## src/wdg_pkg.sv

```systemverilog
// How it works
// - free-running 13-bit timewheel steps at 1 kHz
// - each selected tap crossing bumps watchdog count
// - crossing at count two fires reset, count clears
// - a service returns the count to zero
// - enable bit sets once, only power reset clears
// - watchdog reset keeps the enable bit set
// - config bits 1:0 pick the timewheel tap
// - any write to clear register services watchdog
// - low-power field 01 forces longest interval until feed
// - low-power field 00 leaves watchdog untouched
// - low-power field 11 halts until first active feed
// - segment 0 locks config, segment 1 locks servicing
// - watchdog reset sets status bit 3, access clears
// - writing one to bit 0 forces soft reset
// - software reset sets status bit 5
// - external reset low holds device in reset
// - hard resets clear both status registers
// - soft resets keep both status registers
// - any reset restores registers except sticky bits
package wdg_pkg;

    localparam int          CLK_PERIOD_NS   = 25;
    localparam int          LSO_PERIOD_NS   = 1000000;
    localparam int          LSO_DIV_CYCLES  = LSO_PERIOD_NS / CLK_PERIOD_NS;
    localparam int          TW_W            = 13;
    localparam int          ADR_W           = 8;

    localparam logic [7:0]  REG_CFG         = 8'h00;
    localparam logic [7:0]  REG_CLR         = 8'h04;
    localparam logic [7:0]  REG_ST0         = 8'h08;
    localparam logic [7:0]  REG_ST1         = 8'h0c;
    localparam logic [7:0]  REG_SWR         = 8'h10;
    localparam logic [7:0]  REG_PROT        = 8'h14;

    localparam int          CFG_SEL_LSB     = 0;
    localparam int          CFG_EN_BIT      = 4;
    localparam int          CFG_LP_LSB      = 5;
    localparam logic [1:0]  CFG_SEL_RESET   = 2'h0;
    localparam logic [1:0]  SEL_LONGEST     = 2'h3;
    localparam int          ST0_WDT_BIT     = 3;
    localparam int          ST0_SW_BIT      = 5;
    localparam int          SWR_BIT         = 0;
    localparam int          PROT_SEG0_BIT   = 0;
    localparam int          PROT_SEG1_BIT   = 1;

    localparam logic [3:0]  TAP_BIT0        = 4'h3;
    localparam logic [3:0]  TAP_BIT1        = 4'h6;
    localparam logic [3:0]  TAP_BIT2        = 4'h9;
    localparam logic [3:0]  TAP_BIT3        = 4'hc;
    localparam logic [1:0]  WDT_LAST        = 2'h2;
    localparam logic [7:0]  SOFT_RST_CYCLES = 8'h10;

    localparam int          SYN_POR         = 0;
    localparam int          SYN_LVR         = 1;
    localparam int          SYN_HVR         = 2;
    localparam int          SYN_EXT         = 3;
    localparam int          SYN_SHR         = 4;
    localparam int          SYN_W           = 5;

    typedef enum logic [1:0] {
        WDG_LP_KEEP = 2'b00,
        WDG_LP_LONG = 2'b01,
        WDG_LP_RSVD = 2'b10,
        WDG_LP_HALT = 2'b11
    } wdg_lp_t;

    localparam wdg_lp_t     LP_RESET        = WDG_LP_LONG;

    typedef struct packed {
        logic             cyc;
        logic             stb;
        logic             we;
        logic [ADR_W-1:0] adr;
        logic [3:0]       sel;
        logic [31:0]      dat;
    } wdg_wb_req_t;

endpackage

```

## src/wdg_top.sv

```systemverilog
// Local design decisions: the Wishbone register port and the register addresses.
`timescale 1ns/1ps
module wdg_top #(
    parameter int LSO_DIV = wdg_pkg::LSO_DIV_CYCLES
) (
    // clock and power reset
    input  logic                clk_i,
    input  logic                rst_i,
    // wishbone slave
    input  wdg_pkg::wdg_wb_req_t wb_req_i,
    output logic [31:0]         wb_dat_o,
    output logic                wb_ack_o,
    // reset sources, asynchronous pins
    input  logic                imprecise_power_on_reset_i,
    input  logic                low_voltage_reset_i,
    input  logic                high_voltage_reset_i,
    input  logic                external_reset_low_n_i,
    input  logic                shared_reset_low_n_i,
    // power manager, same clock
    input  logic                shared_reset_en_i,
    input  logic                low_power_i,
    // reset result
    output logic                sys_reset_o,
    output logic                wdt_enabled_o
);
    import wdg_pkg::*;

    logic [15:0]      div_cnt;
    logic             lso_tick;
    logic [TW_W-1:0]  central_timewheel;
    logic [SYN_W-1:0] syn1;
    logic [SYN_W-1:0] syn2;
    logic [SYN_W-1:0] syn3;
    logic [SYN_W-1:0] pin_level;
    logic             power_rst;
    logic             ext_active;
    logic             hard_rst;
    logic [7:0]       soft_cnt;
    logic             soft_active;
    logic             soft_req;
    logic             sw_req;
    logic             local_rst;
    logic             acc;
    logic             wr;
    logic             rd;
    logic             wr_cfg;
    logic             wr_prot;
    logic             feed;
    logic [31:0]      next_rdata;
    logic [1:0]       interval;
    wdg_lp_t          lp_mode;
    logic             seg0_lock;
    logic             seg1_lock;
    logic             lp_q;
    logic             lp_entry;
    logic             forced_long;
    logic             halted;
    logic             running;
    logic [1:0]       eff_sel;
    logic             tap_now;
    logic             tap_q;
    logic             tap_event;
    logic [1:0]       wdt_cnt;
    logic             wdt_fire;
    logic             st_wdt;
    logic             st_sw;

    // low-speed oscillator stand-in: one tick per millisecond
    assign lso_tick = (div_cnt == 16'(LSO_DIV - 1));

    always_ff @(posedge clk_i) begin
        if (rst_i || lso_tick) begin
            div_cnt <= 16'h0000;
        end else begin
            div_cnt <= div_cnt + 16'h0001;
        end
    end

    // free-running, untouched by soft or pin resets
    always_ff @(posedge clk_i) begin
        if (rst_i) begin
            central_timewheel <= '0;
        end else if (lso_tick) begin
            central_timewheel <= central_timewheel + 13'h0001;
        end
    end

    // pin synchronisers; a change counts once stages 2 and 3 agree
    always_ff @(posedge clk_i) begin
        if (rst_i) begin
            syn1      <= '0;
            syn2      <= '0;
            syn3      <= '0;
            pin_level <= '0;
        end else begin
            syn1      <= {~shared_reset_low_n_i, ~external_reset_low_n_i, high_voltage_reset_i,
                          low_voltage_reset_i, imprecise_power_on_reset_i};
            syn2      <= syn1;
            syn3      <= syn2;
            pin_level <= (syn2 & syn3) | (pin_level & (syn2 ^ syn3));
        end
    end

    assign power_rst  = rst_i || pin_level[SYN_POR] || pin_level[SYN_LVR] || pin_level[SYN_HVR];
    assign ext_active = pin_level[SYN_EXT] || (pin_level[SYN_SHR] && shared_reset_en_i);
    assign hard_rst   = power_rst || ext_active;
    assign soft_req   = wdt_fire || sw_req;
    assign soft_active = (soft_cnt != 8'h00);
    // soft resets default the block but not the status or enable bits
    assign local_rst  = hard_rst || soft_req || soft_active;

    always_ff @(posedge clk_i) begin
        if (hard_rst) begin
            soft_cnt <= 8'h00;
        end else if (soft_req) begin
            soft_cnt <= SOFT_RST_CYCLES;
        end else if (soft_active) begin
            soft_cnt <= soft_cnt - 8'h01;
        end
    end

    always_ff @(posedge clk_i) begin
        if (rst_i) begin
            sys_reset_o <= 1'b1;
        end else begin
            sys_reset_o <= hard_rst || soft_req || soft_active;
        end
    end

    // bus: registered ack one cycle after the request, unmapped reads zero
    assign acc     = wb_req_i.cyc && wb_req_i.stb && !wb_ack_o;
    assign wr      = acc && wb_req_i.we;
    assign rd      = acc && !wb_req_i.we;
    assign wr_cfg  = wr && (wb_req_i.adr == REG_CFG) && wb_req_i.sel[0] && !seg0_lock;
    assign wr_prot = wr && (wb_req_i.adr == REG_PROT) && wb_req_i.sel[0];
    assign feed    = wr && (wb_req_i.adr == REG_CLR) && !seg1_lock && !local_rst;
    assign sw_req  = wr && (wb_req_i.adr == REG_SWR) && wb_req_i.sel[0]
                     && wb_req_i.dat[SWR_BIT] && !hard_rst;

    always_ff @(posedge clk_i) begin
        if (rst_i) begin
            wb_ack_o <= 1'b0;
        end else begin
            wb_ack_o <= acc;
        end
    end

    always_comb begin
        next_rdata = 32'h0000_0000;
        case (wb_req_i.adr)
            REG_CFG: begin
                next_rdata[CFG_SEL_LSB +: 2] = interval;
                next_rdata[CFG_EN_BIT]       = wdt_enabled_o;
                next_rdata[CFG_LP_LSB +: 2]  = lp_mode;
            end
            REG_ST0: begin
                next_rdata[ST0_WDT_BIT] = st_wdt;
                next_rdata[ST0_SW_BIT]  = st_sw;
            end
            REG_PROT: begin
                next_rdata[PROT_SEG0_BIT] = seg0_lock;
                next_rdata[PROT_SEG1_BIT] = seg1_lock;
            end
            default: begin
                next_rdata = 32'h0000_0000;
            end
        endcase
    end

    always_ff @(posedge clk_i) begin
        if (rst_i) begin
            wb_dat_o <= 32'h0000_0000;
        end else if (rd) begin
            wb_dat_o <= next_rdata;
        end
    end

    // configuration; locked as a whole once segment 0 is set
    always_ff @(posedge clk_i) begin
        if (local_rst) begin
            interval <= CFG_SEL_RESET;
            lp_mode  <= LP_RESET;
        end else if (wr_cfg) begin
            interval <= wb_req_i.dat[CFG_SEL_LSB +: 2];
            lp_mode  <= wdg_lp_t'(wb_req_i.dat[CFG_LP_LSB +: 2]);
        end
    end

    // enable survives watchdog, software and external or shared pin resets; writing zero is ignored
    always_ff @(posedge clk_i) begin
        if (power_rst) begin
            wdt_enabled_o <= 1'b0;
        end else if (wr_cfg && wb_req_i.dat[CFG_EN_BIT]) begin
            wdt_enabled_o <= 1'b1;
        end
    end

    // segment 0 is one-time: set only, until the next reset
    always_ff @(posedge clk_i) begin
        if (local_rst) begin
            seg0_lock <= 1'b0;
            seg1_lock <= 1'b0;
        end else if (wr_prot) begin
            seg0_lock <= seg0_lock || wb_req_i.dat[PROT_SEG0_BIT];
            seg1_lock <= wb_req_i.dat[PROT_SEG1_BIT];
        end
    end

    assign lp_entry = low_power_i && !lp_q;

    // low-power handling; a halt ends only on a reset or on a feed made back in active mode
    always_ff @(posedge clk_i) begin
        if (local_rst) begin
            lp_q        <= low_power_i; // a reset ending in sleep is no new entry
            forced_long <= 1'b0;
            halted      <= 1'b0;
        end else begin
            lp_q <= low_power_i;
            if (lp_entry && wdt_enabled_o && lp_mode == WDG_LP_LONG) begin
                forced_long <= 1'b1;
            end else if (feed) begin
                forced_long <= 1'b0;
            end
            if (lp_entry && wdt_enabled_o && lp_mode == WDG_LP_HALT) begin
                halted <= 1'b1;
            end else if (feed && !low_power_i) begin
                halted <= 1'b0;
            end
        end
    end

    // keep and reserved codes change nothing on entry
    assign eff_sel = forced_long ? SEL_LONGEST : interval;
    assign running = wdt_enabled_o && !halted;

    always_comb begin
        case (eff_sel)
            2'h0:    tap_now = central_timewheel[TAP_BIT0];
            2'h1:    tap_now = central_timewheel[TAP_BIT1];
            2'h2:    tap_now = central_timewheel[TAP_BIT2];
            2'h3:    tap_now = central_timewheel[TAP_BIT3];
            default: tap_now = 1'b0;
        endcase
    end

    // switching taps may produce one early crossing; it only shortens a timeout
    always_ff @(posedge clk_i) begin
        if (rst_i) begin
            tap_q <= 1'b0;
        end else begin
            tap_q <= tap_now;
        end
    end

    assign tap_event = tap_now && !tap_q;

    // feed wins over a crossing in the same cycle
    always_ff @(posedge clk_i) begin
        if (local_rst) begin
            wdt_cnt  <= 2'h0;
            wdt_fire <= 1'b0;
        end else if (feed) begin
            wdt_cnt  <= 2'h0;
            wdt_fire <= 1'b0;
        end else if (tap_event && running) begin
            if (wdt_cnt == WDT_LAST) begin
                wdt_cnt  <= 2'h0;
                wdt_fire <= 1'b1;
            end else begin
                wdt_cnt  <= wdt_cnt + 2'h1;
                wdt_fire <= 1'b0;
            end
        end else begin
            wdt_fire <= 1'b0;
        end
    end

    // status: of the resets only hard ones clear; a set beats a bus clear in the same cycle
    always_ff @(posedge clk_i) begin
        if (hard_rst) begin
            st_wdt <= 1'b0;
            st_sw  <= 1'b0;
        end else begin
            if (wdt_fire) begin
                st_wdt <= 1'b1;
            end else if (acc && wb_req_i.adr == REG_ST0) begin
                st_wdt <= 1'b0;
            end
            if (sw_req) begin
                st_sw <= 1'b1;
            end else if (wr && wb_req_i.adr == REG_ST0 && wb_req_i.sel[0] && wb_req_i.dat[ST0_SW_BIT]) begin
                st_sw <= 1'b0;
            end
        end
    end
endmodule

```

## config.mk

```make
export PLATFORM = sky130hd
export DESIGN_NAME = wdg_top
export DESIGN_NICKNAME = d
export VERILOG_FILES = /design/src/wdg_pkg.sv /design/src/wdg_top.sv
export SDC_FILE = /design/constraint.sdc
export NUM_CORES = 1
export LEC_CHECK = 0
export ABC_CLOCK_PERIOD_IN_PS = 6720
export BUFFER_PORTS_ARGS = -buffer_cell sky130_fd_sc_hd__buf_4
export CORE_UTILIZATION = 55
export DETAILED_ROUTE_END_ITERATION = 8
export MAX_ROUTING_LAYER = met4
export PLACE_DENSITY = 0.84
export SLEW_MARGIN = 40
export SYNTH_ARGS = -nofsm -noshare
export SYNTH_HDL_FRONTEND = slang
export SYNTH_SLANG_ARGS = --single-unit
```

## constraint.sdc

```tcl
create_clock -name clk_i -period 6.72 [get_ports clk_i]
set_input_delay 1.344 -clock clk_i [delete_from_list [all_inputs] [get_ports clk_i]]
set_output_delay 1.344 -clock clk_i [all_outputs]
set_load 0.01 [all_outputs]
```

== Word level (Yosys, flattened, before mapping) ==
Index checks and enable logic that the tools add are counted.
Word-level totals
  input port bits: 56
  output and inout port bits: 35
  logic and storage cells: 126
  bits in registers: 81
Cells by class
  $add $sub $neg: 4
  eq/ne operators: 11
  muxes and demuxes: 19
  reduce and logical (&&, ||, !) cells: 61
  bitwise operators: 7
Operators with widths (number)
  $logic_and 1x1->1: 30
  $add 16x1->16 const B: 1
  $eq 16x16->1 const B: 1
  $eq 8x5->1 const B: 2
  $add 13x1->13 const B: 1
  $mux 1: 12
  $and 5x5->5: 2
  $logic_not 1->1: 10
  $logic_or 1x1->1: 10
  $mux 5: 2
  $reduce_bool 2->1: 5
  $eq 2x2->1 const B: 4
  $eq 8x3->1 const B: 1
  $eq 8x4->1 const B: 1
  $logic_not 8->1: 1
  $reduce_bool 8->1: 1
  $sub 8x1->8 const B: 1
  $or 5x5->5: 1
  $xor 5x5->5: 1
  $eq 2x1->1 const B: 2
  $mux 2: 2
  $pmux 1 s4: 1
  $pmux 2 s2: 1
  $reduce_or 2->1: 2
  5 further kinds: 7

== Depth between registers and ports, before layout ==
  depth in word-level cells: 15
  mapped depth: 7

== Worst setup path after synthesis ==
OpenSTA, ideal clock, no wires.
  path kind: in2reg
  start: input port rst_i
  end: register lp_mode[0]
  data required time: 6.597 ns
  cell stages on the path: 6
  arrival time: 3.034 ns
  setup slack: 3.563 ns
  cells stage by stage: clkbuf_1 -> or4_1 -> a211o_1 -> or4_4 -> buf_6 -> nand3b_1
Between the ends
  cells in the longest elaborated chain, start to end: 9
Ends and longest elaborated chain
  from (decl): RTL line wdg_top.sv:8  | input logic rst_i,
  $logic_or 1x1->1 * (3 in series): RTL line wdg_top.sv:104  | assign power_rst = rst_i || pin_level[SYN_POR] || pin_level[SYN_LVR] || pin_level[SYN_HVR];
  $logic_or 1x1->1 *: RTL line wdg_top.sv:106  | assign hard_rst = power_rst || ext_active;
  $logic_not 1->1: RTL line wdg_top.sv:138  | && wb_req_i.dat[SWR_BIT] && !hard_rst;
  $logic_and 1x1->1: RTL line wdg_top.sv:138
  $logic_or 1x1->1: RTL line wdg_top.sv:107  | assign soft_req = wdt_fire || sw_req;
  $logic_or 1x1->1 * (2 in series): RTL line wdg_top.sv:110  | assign local_rst = hard_rst || soft_req || soft_active;
  to (signal assigned): RTL line wdg_top.sv:185  | lp_mode <= wdg_lp_t'(wb_req_i.dat[CFG_LP_LSB +: 2]);
  to (decl): RTL line wdg_top.sv:51  | wdg_lp_t lp_mode;
Mark *: on every way between the ends. The rest lies on a longest branch, timed or not.
A chain may end at the register's enable or synchronous reset.

== Worst setup path after layout ==
  start: input port rst_i
  end: register wdt_cnt[0]
Between the ends
  cells in the longest elaborated chain, start to end: 12
Ends and longest elaborated chain
  $logic_or 1x1->1 * (3 in series): RTL line wdg_top.sv:104
  $logic_or 1x1->1 *: RTL line wdg_top.sv:106
  $logic_not 1->1: RTL line wdg_top.sv:138
  $logic_and 1x1->1: RTL line wdg_top.sv:138
  $logic_or 1x1->1: RTL line wdg_top.sv:107
  $logic_or 1x1->1 * (2 in series): RTL line wdg_top.sv:110
  $logic_not 1->1: RTL line wdg_top.sv:136  | assign feed = wr && (wb_req_i.adr == REG_CLR) && !seg1_lock && !local_rst;
  $logic_and 1x1->1: RTL line wdg_top.sv:136
  $reduce_or 2->1 (no source line) *
  to (signal assigned): RTL line wdg_top.sv:270  | wdt_cnt <= wdt_cnt + 2'h1;
  to (decl): RTL line wdg_top.sv:63  | logic [1:0] wdt_cnt;
Marks and branches as above.

==> reports/results.ini <==
[timing]
finalHoldViolations=0
slew_viol_final=0
relSlewSlack_pct=47.6
rsz0062_at_grt=false
fmax_ghz=0.318
finalCriticalPeriod_ps=3150
finalClockSkew_ps=12.2
fin_crit_sh_pct=46.8
hold_slack_ps=442
finalSetupViolCount=0
tightest_slew_ps=775
finalSetupTns_ps=0

[hold_path]
min_to=syn2[1]
min_delay_path_depth=1
hold_start=syn1[1]
hold_class=register to register

[global_routing]
grt_pass1_vias=2862
track_usage_pct=21.2
grt_start_max_net_pins=45
grt_pass1_wl_um=11800
overflow=0
antenna_found_initial=0

[clock_tree]
h-tree-depth=3
ctsRootBufferMaster=clkbuf_8
cts_hold_buf=0
cts.sinks=81
clk_pin_slew_ps=90
numCtsBuffers=9
post_cts_buffers=0
clockBufferDepth=2
cts_tree=yes
post_cts_resize_count=0
insertion_delay_ps=360

[worst_setup_path]
r2r_cells=6
cp-start-kind=primary input
critPathRequiredTime_ps=6970
timing.rr.end=wdt_cnt[0]
endpoint_kind=register
critical_path_arrival_ps=3400
r2r_setup_slack_ps=4190
setup.worst_path.class=primary input to register
r2r-start=soft_cnt[0]
critical_path.max_fanout=44

[drt]
initialDrtViolationCount=173
vias=3006
ant_nets=0
avgViaCountPerCell=5.77
routed_wl_um=7170
first_pass_iters=4
post_drt_wl_per_cell_um=13.8
drc=0

[floorplan]
ios=91
initial_core_util_pct=57.5
dieArea_mm2=0.00701
die_w_um=83.7
num_rows=29
dieHeight_um=83.7
core_area_mm2=0.00639

[power_and_ir_drop]
power.density_mw_per_mm2=264
p_leak_uw=0.00155
p_int_uw=790
finalPower_uw=1080
power.switching_uw=293
vdd_ir_drop_max_v=0.000200
switching_share_pct=27.1
seqPwrFrac_pct=48.4
clkPwrFrac_pct=37.6
combinationalPowerShare_pct=14.0

[logic_synthesis]
synthFlopType=dfxtp_1
yosysTopAreaCell=dfxtp_1
syn-cell-area_mm2=0.00367
synth_area_per_cell_um2=9.05
async_reset_ff_share_pct=0
yosys.cell_types.count=54
yosysWarnings=0
ys_seq_elements=81
syn_inst=406
synthTopCellsByArea=dfxtp_1, buf_4, nor2_1
synth.top_cell.area_share_pct=44.2
synth_edf_count=0
synth_seq_area_share_pct=44.2

[cells_and_area]
insertedDiodeCount=0
fill_cells=519
final_common_cell=dfxtp_1
drive_gt1_share_pct=13.3
area_growth_pct=11.5
fin_nets=503
stdcell_count=521
mostFrequentLayoutCells=dfxtp_1, nor2_1, buf_4, a21oi_1, conb_1

[placement]
hpwl_um=5090
portBuffers=34
placed_cells=505
gp_congestion=0.907

[flow_run]
max_cap_violations=0

[run_status]
status=complete, no violations

==> cells in the mapped netlist, types with 2 or more instances <==
master,n
inv_1,8
mux2i_1,2
o31ai_1,12
nand3_1,21
ha_1,8
and2_1,4
o21a_1,2
nor3b_1,2
o21ai_0,14
nand4b_1,4
nor3_1,12
nor2b_1,19
buf_4,26
mux2_2,2
or4_1,16
nand3b_1,3
and4_1,3
nand2_1,19
nor4_1,3
xor2_1,5
or3_1,7
a31oi_1,4
xnor2_1,9
dfxtp_1,81
nand2b_1,2
nor4b_1,4
nor2_1,37
a211oi_1,3
a22oi_1,2
buf_6,2
clkbuf_1,8
and3_1,6
nand4_1,9
a21oi_1,27
==> through the flow <==
step / utilization [%] / setup slack, ps / cell area (µm²)
3_3_place_gp: 60.5 / 3310 / 3860
3_5_place_dp: 60.5 / 3230 / 3860
6_report: 64.1 / 3570 / 4100
5_1_grt: 64.1 / 3490 / 4100
2_1_floorplan: - / 3560 / 3770
4_1_cts: 64.1 / 3580 / 4100
==> worst max-delay path by stage <==
stage / endpoint / start / depth (start not counted)
global route: wdt_cnt[0] / rst_i / 5
global placement: wdt_cnt[0] / rst_i / 5
floorplan: lp_mode[0] / rst_i / 6
CTS: wdt_cnt[0] / rst_i / 5
detailed placement: wdt_cnt[0] / rst_i / 5
finish: wdt_cnt[0] / rst_i / 5
==> power by group through the flow <==
stage | Combinational, µW | Clock, µW | Sequential, µW
after floorplan | 127 | 0 | 531
after global placement | 144 | 0 | 532
after detailed placement | 150 | 0 | 534
after CTS | 151 | 415 | 523
after global routing | 168 | 434 | 526
final | 152 | 407 | 524
==> routing by layer <==
layer / global-route usage (%) / wire length [µm] / vias up
met5: - / 0 / -
met4: 10.5 / 170 / 0
met3: 5.24 / 352 / 15
met2: 36.0 / 3600 / 82
met1: 23.1 / 3050 / 1417
li1: - / - / 1492
==> area by class of cell <==
cell class,count,area [µm²],area share [%]
multi-input cells,305,1860,45.5
well taps,77,96.3,2.35
repair buffers,34,255,6.23
clock inverters,7,106,2.60
clock buffers,9,124,3.02
inverters,8,30.0,0.733
flip-flops and latches,81,1620,39.6
==> flip-flops by register name, summed over array words and instances, names as in the netlist, 2 cells and up <==
signal	cells
central_timewheel	13
wdt_cnt	2
interval	2
syn2	5
pin_level	5
wb_dat_o	6
div_cnt	16
syn3	5
lp_mode	2
syn1	5
soft_cnt	8
==> logic make-up after synthesis <==
kind of cell	count (synthesis)	share of synthesized area, %
other	1	0.102
buffers and inverters	45	7.70
adders and majority gates	8	2.73
AOI/OAI and AO/OA	73	12.6
muxes	4	1.16
DFF	81	44.2
and+or+nand+nor	180	28.2
xor gates and xnor gates	14	3.34
==> critical path: stages <==
cell and delay [ps]:
buf_4 240, or4_1 490, a211o_1 390, or4_4 640
a211oi_1 280
Power figures use the tool's default switching activity.
